File: src/common/sys_timer_pkg.sv
/*
 * Constants shared by the system timer: counter and window geometry,
 * clock divider reset value, read selector codes and compare field widths.
 * Assumes nothing of its surroundings beyond a SystemVerilog compiler.
 */
package sys_timer_pkg;

    // ========================================================
    // counter geometry
    localparam int CNT_W     = 56;
    localparam int WIN_W     = 32;
    localparam int WIN_STEP  = 4;
    localparam int HI_LSB    = 32;
    localparam int HI_W      = CNT_W - HI_LSB;
    localparam int LOW_WINS  = 6;

    // ========================================================
    // read selector codes
    localparam int            SEL_W       = 3;
    localparam logic [2:0]    SEL_TOP_WIN = 3'h6;
    localparam logic [2:0]    SEL_CAPTURE = 3'h7;

    // ========================================================
    // clock divider
    localparam int            DIV_W       = 3;
    localparam logic [2:0]    DIV_RESET   = 3'h2;
    localparam logic [2:0]    DIV_OFF     = 3'h0;

    // ========================================================
    // compare fields: start bit and size-minus-one of the compared range
    localparam int            CMP_N       = 2;
    localparam int            CMP_START_W = 6;
    localparam int            CMP_SIZE_W  = 5;

endpackage : sys_timer_pkg

File: src/rtl/timer_tick_gen.sv
/*
 * Timer clock enable generator: one pulse every div_i system clocks.
 * Assumes div_i, run_i and restart_i come from logic on the same clock.
 */
`timescale 1ns/10ps
module timer_tick_gen
    import sys_timer_pkg::*;
(
    // clock and reset
    input  wire logic             clk_i,
    input  wire logic             rstn_i,
    // control
    input  wire logic             run_i,
    input  wire logic             restart_i,
    input  wire logic [DIV_W-1:0] div_i,
    // timer clock enable
    output logic                  tick_o
);

    typedef struct packed {
        logic [DIV_W-1:0] pre;
        logic             tick;
    } tick_s;

    tick_s s;
    tick_s next_s;

    // ========================================================
    // prescaler
    always_comb begin
        next_s      = s;
        next_s.tick = 1'b0;
        // divider value zero stops the timer clock altogether
        if (!run_i || restart_i || div_i == DIV_OFF) begin
            next_s.pre = '0;
        end else if (s.pre >= div_i - 3'h1) begin
            next_s.pre  = '0;
            next_s.tick = 1'b1;
        end else begin
            next_s.pre = s.pre + 3'h1;
        end
    end

    always_ff @(posedge clk_i or negedge rstn_i) begin
        if (!rstn_i) begin
            s <= '0;
        end else begin
            s <= next_s;
        end
    end

    assign tick_o = s.tick;

endmodule : timer_tick_gen

File: src/rtl/sys_timer.sv
/*
 * Free-running 56-bit system timer with divided clock, seven read windows,
 * an upper-count capture and two partial-range compare interrupts.
 * Assumes rstn_i is the power-on reset; the other reset sources and the
 * hardware reset pin arrive asynchronously and are synchronised here.
 * Control and read requests come from logic on clk_i.
 */
`timescale 1ns/10ps
module sys_timer
    import sys_timer_pkg::*;
(
    // clock and power-on reset
    input  wire logic                   clk_i,
    input  wire logic                   rstn_i,
    // asynchronous reset sources
    input  wire logic                   hardware_reset_pin_n_i,
    input  wire logic                   watchdog_reset_i,
    input  wire logic                   software_reset_i,
    input  wire logic                   timer_reset_request_bit_i,
    // clock control write
    input  wire logic                   clock_ctrl_wr_i,
    input  wire logic                   clock_ctrl_disable_i,
    input  wire logic                   clock_ctrl_suspend_i,
    input  wire logic [DIV_W-1:0]       clock_ctrl_divider_i,
    // read request
    input  wire logic                   rd_i,
    input  wire logic [SEL_W-1:0]       rd_sel_i,
    // compare setup
    input  wire logic [WIN_W-1:0]       compare_value_0_i,
    input  wire logic [WIN_W-1:0]       compare_value_1_i,
    input  wire logic [CMP_START_W-1:0] cmp_start_0_i,
    input  wire logic [CMP_START_W-1:0] cmp_start_1_i,
    input  wire logic [CMP_SIZE_W-1:0]  cmp_size_0_i,
    input  wire logic [CMP_SIZE_W-1:0]  cmp_size_1_i,
    input  wire logic [CMP_N-1:0]       cmp_irq_en_i,
    // read answer
    output logic [WIN_W-1:0]            rd_data_o,
    output logic                        rd_valid_o,
    // status
    output logic                        timer_running_o,
    output logic [DIV_W-1:0]            timer_clock_divider_o,
    output logic [CMP_N-1:0]            cmp_irq_o
);

    // ========================================================
    // state
    typedef struct packed {
        logic [2:0]       sync1;
        logic [2:0]       sync2;
        logic [CNT_W-1:0] count;
        logic [HI_W-1:0]  capture;
        logic [DIV_W-1:0] divider;
        logic             disabled;
        logic             suspended;
        logic             running;
        logic [CMP_N-1:0] hit;
        logic [CMP_N-1:0] irq;
        logic [WIN_W-1:0] rd_data;
        logic             rd_valid;
    } timer_s;

    timer_s s;
    timer_s next_s;

    logic tick;
    logic hw_reset;
    logic clear;

    // ========================================================
    // synchroniser lanes
    localparam int         HW_PIN_LANE = 0;
    localparam int         WDOG_LANE   = 1;
    localparam int         SW_LANE     = 2;
    // the pin lane idles high, so reset leaves no false hardware reset
    localparam logic [2:0] SYNC_IDLE   = 3'h1;

    // ========================================================
    // helpers
    function automatic logic [WIN_W-1:0] zext_hi(
        input logic [HI_W-1:0] hi
    );
        zext_hi = {{(WIN_W-HI_W){1'b0}}, hi};
    endfunction : zext_hi

    // only the six finer windows load the capture
    function automatic logic is_low_window(
        input logic [SEL_W-1:0] idx
    );
        is_low_window = int'(idx) < LOW_WINS;
    endfunction : is_low_window

    function automatic logic [WIN_W-1:0] read_window(
        input logic [CNT_W-1:0] cnt,
        input logic [SEL_W-1:0] idx
    );
        logic [CNT_W-1:0] sh;
        sh = '0;
        if (idx == SEL_TOP_WIN) begin
            read_window = zext_hi(cnt[CNT_W-1:HI_LSB]);
        end else begin
            sh          = cnt >> (WIN_STEP * int'(idx));
            read_window = sh[WIN_W-1:0];
        end
    endfunction : read_window

    function automatic logic cmp_match(
        input logic [CNT_W-1:0]       cnt,
        input logic [WIN_W-1:0]       val,
        input logic [CMP_START_W-1:0] start,
        input logic [CMP_SIZE_W-1:0]  size
    );
        logic [CNT_W-1:0] sh;
        logic [WIN_W:0]   mask;
        sh   = cnt >> start;
        mask = (33'h1 << (int'(size) + 1)) - 33'h1;
        cmp_match = ((sh[WIN_W-1:0] ^ val) & mask[WIN_W-1:0]) == '0;
    endfunction : cmp_match

    // ========================================================
    // reset sources after synchronisation
    assign hw_reset = !s.sync2[HW_PIN_LANE];
    // software reset only counts when its request bit is set
    assign clear    = s.sync2[WDOG_LANE] || (s.sync2[SW_LANE] && timer_reset_request_bit_i);

    // ========================================================
    // timer clock
    timer_tick_gen u_tick (
        .clk_i     (clk_i),
        .rstn_i    (rstn_i),
        .run_i     (s.running),
        .restart_i (clear),
        .div_i     (s.divider),
        .tick_o    (tick)
    );

    // ========================================================
    // next state
    always_comb begin
        logic [1:0] m;
        m = '0;

        next_s       = s;
        next_s.sync1 = {software_reset_i, watchdog_reset_i, hardware_reset_pin_n_i};
        next_s.sync2 = s.sync1;

        // clock control
        if (clock_ctrl_wr_i) begin
            next_s.disabled  = clock_ctrl_disable_i;
            next_s.suspended = clock_ctrl_suspend_i;
            next_s.divider   = clock_ctrl_divider_i;
        end
        // hardware reset only returns the gating bits to run
        if (hw_reset) begin
            next_s.disabled  = 1'b0;
            next_s.suspended = 1'b0;
        end

        // counter has no write path at all
        if (clear) begin
            next_s.count     = '0;
            next_s.divider   = DIV_RESET;
            next_s.disabled  = 1'b0;
            next_s.suspended = 1'b0;
        end else if (tick) begin
            next_s.count = s.count + 56'h1;
        end
        next_s.running = !next_s.disabled && !next_s.suspended;

        // reads are served whatever the gating state
        next_s.rd_valid = rd_i;
        if (rd_i) begin
            if (rd_sel_i == SEL_CAPTURE) begin
                next_s.rd_data = zext_hi(s.capture);
            end else begin
                next_s.rd_data = read_window(s.count, rd_sel_i);
            end
            // capture the same count the window shows
            if (is_low_window(rd_sel_i)) begin
                next_s.capture = s.count[CNT_W-1:HI_LSB];
            end
        end

        // compare: interrupt pulse on the first cycle of a match
        m[0]       = cmp_match(s.count, compare_value_0_i, cmp_start_0_i, cmp_size_0_i);
        m[1]       = cmp_match(s.count, compare_value_1_i, cmp_start_1_i, cmp_size_1_i);
        next_s.hit = m;
        next_s.irq = m & ~s.hit & cmp_irq_en_i;
    end

    // ========================================================
    // registers; power-on reset clears everything but sync1, sync2 (idle), divider (DIV_RESET) and running (set)
    always_ff @(posedge clk_i or negedge rstn_i) begin
        if (!rstn_i) begin
            s          <= '0;
            s.sync1    <= SYNC_IDLE;
            s.sync2    <= SYNC_IDLE;
            s.divider  <= DIV_RESET;
            s.running  <= 1'b1;
        end else begin
            s <= next_s;
        end
    end

    // ========================================================
    // outputs
    assign rd_data_o             = s.rd_data;
    assign rd_valid_o            = s.rd_valid;
    assign timer_running_o       = s.running;
    assign timer_clock_divider_o = s.divider;
    assign cmp_irq_o             = s.irq;

endmodule : sys_timer

File: config.mk
export PLATFORM = sky130hd
export DESIGN_NAME = sys_timer
export DESIGN_NICKNAME = d
export VERILOG_FILES = /design/src/common/sys_timer_pkg.sv /design/src/rtl/timer_tick_gen.sv /design/src/rtl/sys_timer.sv
export SDC_FILE = /design/constraint.sdc
export NUM_CORES = 1
export LEC_CHECK = 0
export BUFFER_PORTS_ARGS = -buffer_cell sky130_fd_sc_hd__buf_4
export CAP_MARGIN = 15
export CORE_MARGIN = 2
export CORE_UTILIZATION = 35
export DETAILED_ROUTE_END_ITERATION = 8
export SLEW_MARGIN = 20
export SYNTH_ARGS = -nofsm -noshare
export SYNTH_HDL_FRONTEND = slang
export SYNTH_SLANG_ARGS = --single-unit
File: constraint.sdc
create_clock -name clk_i -period 8.9 [get_ports clk_i]
set_clock_uncertainty 0.15 [all_clocks]
set_input_delay 1.78 -clock clk_i [delete_from_list [all_inputs] [get_ports clk_i]]
set_output_delay 1.78 -clock clk_i [all_outputs]
set_load 0.005 [all_outputs]
==> results.sh, run 1 <==
export IMPL_min_period_over_period_pct=64.6
export IMPL_arrival_ps=5940
export IMPL_antenna_found_initial=0
export IMPL_die_h_um=235
export IMPL_finalHoldViolations=0
export IMPL_worstHoldPathType="reg -> reg"
export IMPL_cts_root_buffer_cell="clkbuf_16"
export IMPL_grt_pass1_wl_um=109000
export IMPL_final_cells=2686
export IMPL_p_leak_nw=7.71
export IMPL_drt_iter0_drc=2317
export IMPL_antenna_cells=0
export IMPL_ys_ff_latch=133
export IMPL_grt_pass1_vias=17100
export IMPL_nets=2099
export IMPL_relSlewSlack_pct=31.4
export IMPL_ioPinCount=143
export IMPL_yosys_area_top_type="mux4_2"
export IMPL_grt_max_degree=77
export IMPL_ir_drop_mv=0.137
export IMPL_gp_congestion=1.02
export IMPL_ant_nets=0
export IMPL_cp_start_kind="primary input"
export IMPL_synth_yosys_warnings=0
export IMPL_wl_um=71900
export IMPL_fin_tns_setup_ps=0
export IMPL_critPathCaptureType="flip-flop"
export IMPL_drv_slew=0
export IMPL_clk_pin_slew_ps=60
export IMPL_rsz0062_at_grt="no"
export IMPL_synth_top_area_share_pct=22.7
export IMPL_fin_util_pct=38.5
export IMPL_numCtsBuffers=17
export IMPL_status="completed"
export IMPL_drive_gt1_share_pct=25.5
export IMPL_postCtsSetupRepairBufs=0
export IMPL_max_cap_violations=0
export IMPL_insertion_delay_ps=430
export IMPL_area_growth_pct=8.29
export IMPL_die_area_sq_um=55400
export IMPL_ys_seq_area_share_pct=17.8
export IMPL_path_class="in -> reg"
export IMPL_io_buffer_count=142
export IMPL_required_ps=9090
export IMPL_synthArstFlopShare_pct=100
export IMPL_avgViaCountPerCell=6.67
export IMPL_period_needed_ps=5750
export IMPL_cts_resized=0
export IMPL_power_density_nw_per_um2=92.9
export IMPL_core_area_sq_um=52800
export IMPL_grtUsageTotal_pct=25.3
export IMPL_die_x_um=235
export IMPL_dr_pass1_iters=9
export IMPL_netlist_area_sq_um=18800
export IMPL_synth_common_cells="mux4_2, nor2_1, clkbuf_1"
export IMPL_synth_area_top_cells="mux4_2, dfrtp_1, mux2i_1"
export IMPL_multi_input_area_sq_um=14000
export IMPL_synth_top_flop_cell="dfrtp_1"
export IMPL_clockBufferDepth=2
export IMPL_overflow=0
export IMPL_num_vias=17900
export IMPL_holdBufCountCts=0
export IMPL_tightestPinTransition_ps=1030
export IMPL_cts_tree="built"
export IMPL_fp_row_count=84
export IMPL_fmax_ghz=0.174
export IMPL_cts_sinks=133
export IMPL_regArea_sq_um=3330
export IMPL_wire_per_inst_um=26.8
export IMPL_synth_edf_count=0
export IMPL_setup_viol=0
export IMPL_num_fill_cells=5343
export IMPL_place_hpwl_um=50500
export IMPL_route_detailed_drc=0
export IMPL_cts_max_level=4
export IMPL_post_place_cells=2655
export IMPL_crit_fanout=54
export IMPL_start_util_pct=35.5
export IMPL_syn_area_per_cell_sq_um=9.08
export IMPL_syn_instance_count=2065
export IMPL_synth_cell_types=94
==> registers in the layout (all words and copies together), names as in the netlist <==
signal                 count
cmp_irq_o                  2
next_s                     3
rd_data_o                 32
rd_valid_o                 1
s                         87
timer_clock_divider_o      3
timer_running_o            1
u_tick.s                   3
u_tick.tick_o              1
==> stage by stage <==
step | hold slack (ps) | worst slack, ps | instance area, sq um | power, W
global route | 211 | 2830 | 20300 | 0.00197
finish | 197 | 3150 | 20300 | 0.00189
global placement | 182 | 2880 | 19600 | 0.00109
CTS | 199 | 3230 | 20300 | 0.00190
floorplan | 181 | 4210 | 18800 | 0.000964
detailed placement | 185 | 2810 | 19600 | 0.00109
==> power breakdown <==
group	internal, W	total [W]	leakage, nW	switching, W
sequential	0.000619	0.000630	1.79	0.0000104
combinational	0.000180	0.000459	5.60	0.000279
clock	0.000512	0.000799	0.317	0.000287
==> placed cells by master (no fill, tap or decap), drive strengths merged, types with 51 or more instances in the layout <==
master  instances
xnor2          51
mux2i         154
mux4          189
nand2         144
nor2          190
o21ai          92
a21oi         107
xor2           53
dfrtp         129
buf           184
mux2           84
==> cells by family (layout without fill, tap and decap cells) <==
family / Yosys count / in the layout / share of synthesized area [%]
other cells: 1 / 2 / 0.0200
simple gates: 608 / 608 / 15.7
buf+inv: 314 / 246 / 7.91
mux: 427 / 427 / 36.0
compound gates: 469 / 469 / 17.2
xor+xnor: 104 / 104 / 4.86
flops: 133 / 133 / 17.8
fa+ha+maj: 9 / 9 / 0.600
==> metal layers <==
layer | vias up | track usage (%) | part of all wire (%)
met5 | - | 0 | 0
met4 | 0 | 9.94 | 4.0
met3 | 184 | 4.16 | 10
met2 | 1122 | 39.7 | 45
met1 | 8909 | 34.9 | 40
li1 | 7689 | - | -
==> final cells by class <==
cell class / instances / area share (%)
flip-flops and latches: 133 / 16.4
inverters: 31 / 0.573
clock buffers: 20 / 2.25
clock inverters: 11 / 0.973
multi-input cells: 1619 / 68.7
well taps: 688 / 4.24
repair buffers: 184 / 6.86
==> worst max-delay path, cell delays in order <==
cell	delay, ps
buf_4	520
buf_4	700
mux4_2	610
mux2_2	330
a221o_1	360
a22oi_1	380
mux2i_1	240
o2111ai_1	140
nor4_1	350
nand4_1	190
nor4b_2	300
==> worst paths after layout <==
| check | slack [ps] | cells after the start | startpoint | end |
|---|---|---|---|---|
| setup reg to reg | 4920 | 8 | s[118] | cmp_irq_o[1] |
| min in group asynchronous | 1160 | 1 | rstn_i | s[35] |
| setup / recovery | 3150 | 11 | cmp_start_0_i[1] | s[35] |
| hold / removal | 200 | 0 | next_s[124] | s[124] |
| hold reg to reg | 200 | 0 | next_s[124] | s[124] |
| max in group asynchronous | 6290 | 2 | rstn_i | s[111] |
Note: power is estimated with default switching activity, not from simulation.
==> inputs of run 2 (changes only) <==
==> constraint.sdc (replaced) <==
create_clock -name clk_i -period 5.6 [get_ports clk_i]
set_clock_uncertainty 0.15 [all_clocks]
set_input_delay 1.12 -clock clk_i [delete_from_list [all_inputs] [get_ports clk_i]]
set_output_delay 1.12 -clock clk_i [all_outputs]
set_load 0.005 [all_outputs]
==> results.sh, run 2 (synthesis gave the netlist of run 1 again) <==
export IMPL_period_needed_ps=4810
export IMPL_overflow=0
export IMPL_ioPinCount=143
export IMPL_regArea_sq_um=3330
export IMPL_fmax_ghz=0.208
export IMPL_top_register="s"
export IMPL_antenna_found_initial=0
export IMPL_finalHoldViolations=0
export IMPL_max_cap_violations=0
export IMPL_wl_um=74700
export IMPL_holdPathStages=0
export IMPL_die_x_um=235
export IMPL_hp_start="next_s[124]"
export IMPL_route_detailed_drc=0
export IMPL_drive_gt1_share_pct=26.5
export IMPL_drv_slew=0
export IMPL_ant_nets=0
export IMPL_final_area_sq_um=20400
export IMPL_status="completed"
export IMPL_path_buf_inv=2
export IMPL_critPathCaptureType="flip-flop"
export IMPL_start_util_pct=35.5
export IMPL_timing_rr_start="s[118]"
export IMPL_cts_root_buffer_cell="clkbuf_16"
export IMPL_cpPeakStageDelay_ps=650
export IMPL_place_area_sq_um=19800
export IMPL_worstHoldPathType="reg -> reg"
export IMPL_cts_tree="built"
export IMPL_grtUsageTotal_pct=26.5
export IMPL_grt_pass1_wl_um=113000
export IMPL_num_vias=18000
export IMPL_dr_pass1_iters=9
export IMPL_critPathTopFamily="compound AO/OA/AOI/OAI gates"
export IMPL_setup_viol=0
export IMPL_num_fill_cells=5311
export IMPL_cts_sinks=133
export IMPL_numCtsBuffers=17
export IMPL_reg2reg_depth=9
export IMPL_die_h_um=235
export IMPL_gp_congestion=0.986
export IMPL_insertion_delay_ps=450
export IMPL_cp_start_kind="primary input"
export IMPL_grt_max_degree=97
export IMPL_arrival_ps=5010
export IMPL_path_common_cell="buf_4"
export IMPL_largest_reg_flops=87
export IMPL_r2r_end="cmp_irq_o[1]"
export IMPL_multi_input_area_sq_um=14000
export IMPL_postCtsSetupRepairBufs=0
export IMPL_relSlewSlack_pct=28.2
export IMPL_cp_slowest_cell="a2111oi_0"
export IMPL_p_leak_nw=7.78
export IMPL_rsz0062_at_grt="no"
export IMPL_crit_fanout=44
export IMPL_nets=2122
export IMPL_hold_end="s[124]"
export IMPL_drt_iter0_drc=2392
export IMPL_cts_max_level=4
export IMPL_cts_resized=0
export IMPL_fin_tns_setup_ps=0
export IMPL_power_density_nw_per_um2=140
export IMPL_area_growth_pct=8.77
export IMPL_fp_row_count=84
export IMPL_layout_common_cells="buf_4, nor2_1, mux4_2"
export IMPL_place_hpwl_um=53200
export IMPL_clk_pin_slew_ps=70
export IMPL_ir_drop_mv=0.205
export IMPL_min_period_over_period_pct=86.0
export IMPL_avgViaCountPerCell=6.66
export IMPL_clockBufferDepth=2
export IMPL_die_area_sq_um=55400
export IMPL_path_class="in -> reg"
export IMPL_crit_chain="buf_4 > buf_4 > mux4_2 > mux2_2 > a32oi_1 > nand3_1 > xnor2_1 > o2111ai_1 > a2111oi_0 > nand4_1 > nor4_1"
export IMPL_io_buffer_count=142
export IMPL_core_area_sq_um=52800
export IMPL_grt_pass1_vias=17200
export IMPL_antenna_cells=0
export IMPL_tightestPinTransition_ps=1080
export IMPL_ff2ff_setup_slack_ps=1470
export IMPL_wire_per_inst_um=27.6
export IMPL_required_ps=5790
export IMPL_mostFrequentLayoutCell="buf_4"
export IMPL_holdBufCountCts=0
==> run 2: cell types whose count changed in the layout (fill, tap and decap cells not counted) <==
| cell | before | now |
|---|---|---|
| inv_6 | 1 | 7 |
| buf_6 | 3 | 2 |
| clkbuf_1 | 1 | 0 |
| clkinv_4 | 3 | 1 |
| bufinv_16 | 5 | 0 |
| buf_4 | 181 | 204 |
| clkinv_8 | 0 | 1 |
| clkbuf_8 | 2 | 0 |
| buf_12 | 0 | 1 |
| inv_8 | 0 | 3 |
| clkinv_2 | 1 | 2 |
==> run 2: worst max path at each step <==
stage,endpoint,startpoint,cells after the start
after floorplan,s[35],cmp_size_0_i[0],13
after global placement,cmp_irq_o[1],cmp_start_1_i[1],11
after detailed placement,cmp_irq_o[1],cmp_start_1_i[1],11
after CTS,cmp_irq_o[1],cmp_start_1_i[1],11
after global routing,s[35],cmp_start_0_i[1],11
final,cmp_irq_o[1],cmp_start_1_i[1],11
==> run 2: through the flow <==
stage / util [%] / worst slack (ps) / instances / hold WS [ps] / total power [W]
final: 38.7 / 786 / 2710 / 205 / 0.00286
after global routing: 38.7 / 603 / 2710 / 206 / 0.00298
after CTS: 38.6 / 923 / 2710 / 205 / 0.00288
after detailed placement: 37.6 / 471 / 2678 / 189 / 0.00176
after global placement: 37.6 / 490 / 2678 / 183 / 0.00175
after floorplan: - / 1570 / 2066 / 181 / 0.00153
==> run 2: final cells by class <==
type	instances	area share (%)
clock inverters	15	0.675
clock buffers	17	2.09
multi-input cells	1619	68.4
inverters	31	0.570
repair buffers	207	7.72
flip-flops and latches	133	16.3
well taps	688	4.22
==> run 2: where the power goes <==
| part | internal (W) | leakage, nW | switching (W) |
|---|---|---|---|
| Combinational | 0.000296 | 5.71 | 0.000453 |
| Clock | 0.000587 | 0.278 | 0.000524 |
| Sequential | 0.000983 | 1.79 | 0.0000166 |
==> run 2: worst reg2reg max path, stage by stage, from the launching register on <==
cell	delay (ps)
dfrtp_1	790
mux4_2	710
mux4_2	550
mux2_2	260
a211oi_1	60
o21ai_1	120
o2111ai_1	120
a2111oi_0	650
nand4_1	250
nor4_1	360
==> run 2: layer usage <==
metal  GRT usage [%]  part of all wire (%)  routed length, um  vias up
met5               0                     0                  0        -
met4            9.63                   3.7               2790        0
met3            3.61                   9.3               6980      179
met2            42.0                    46              34400     1170
met1            36.8                    41              30500     8957
li1                -                     -                  -     7731
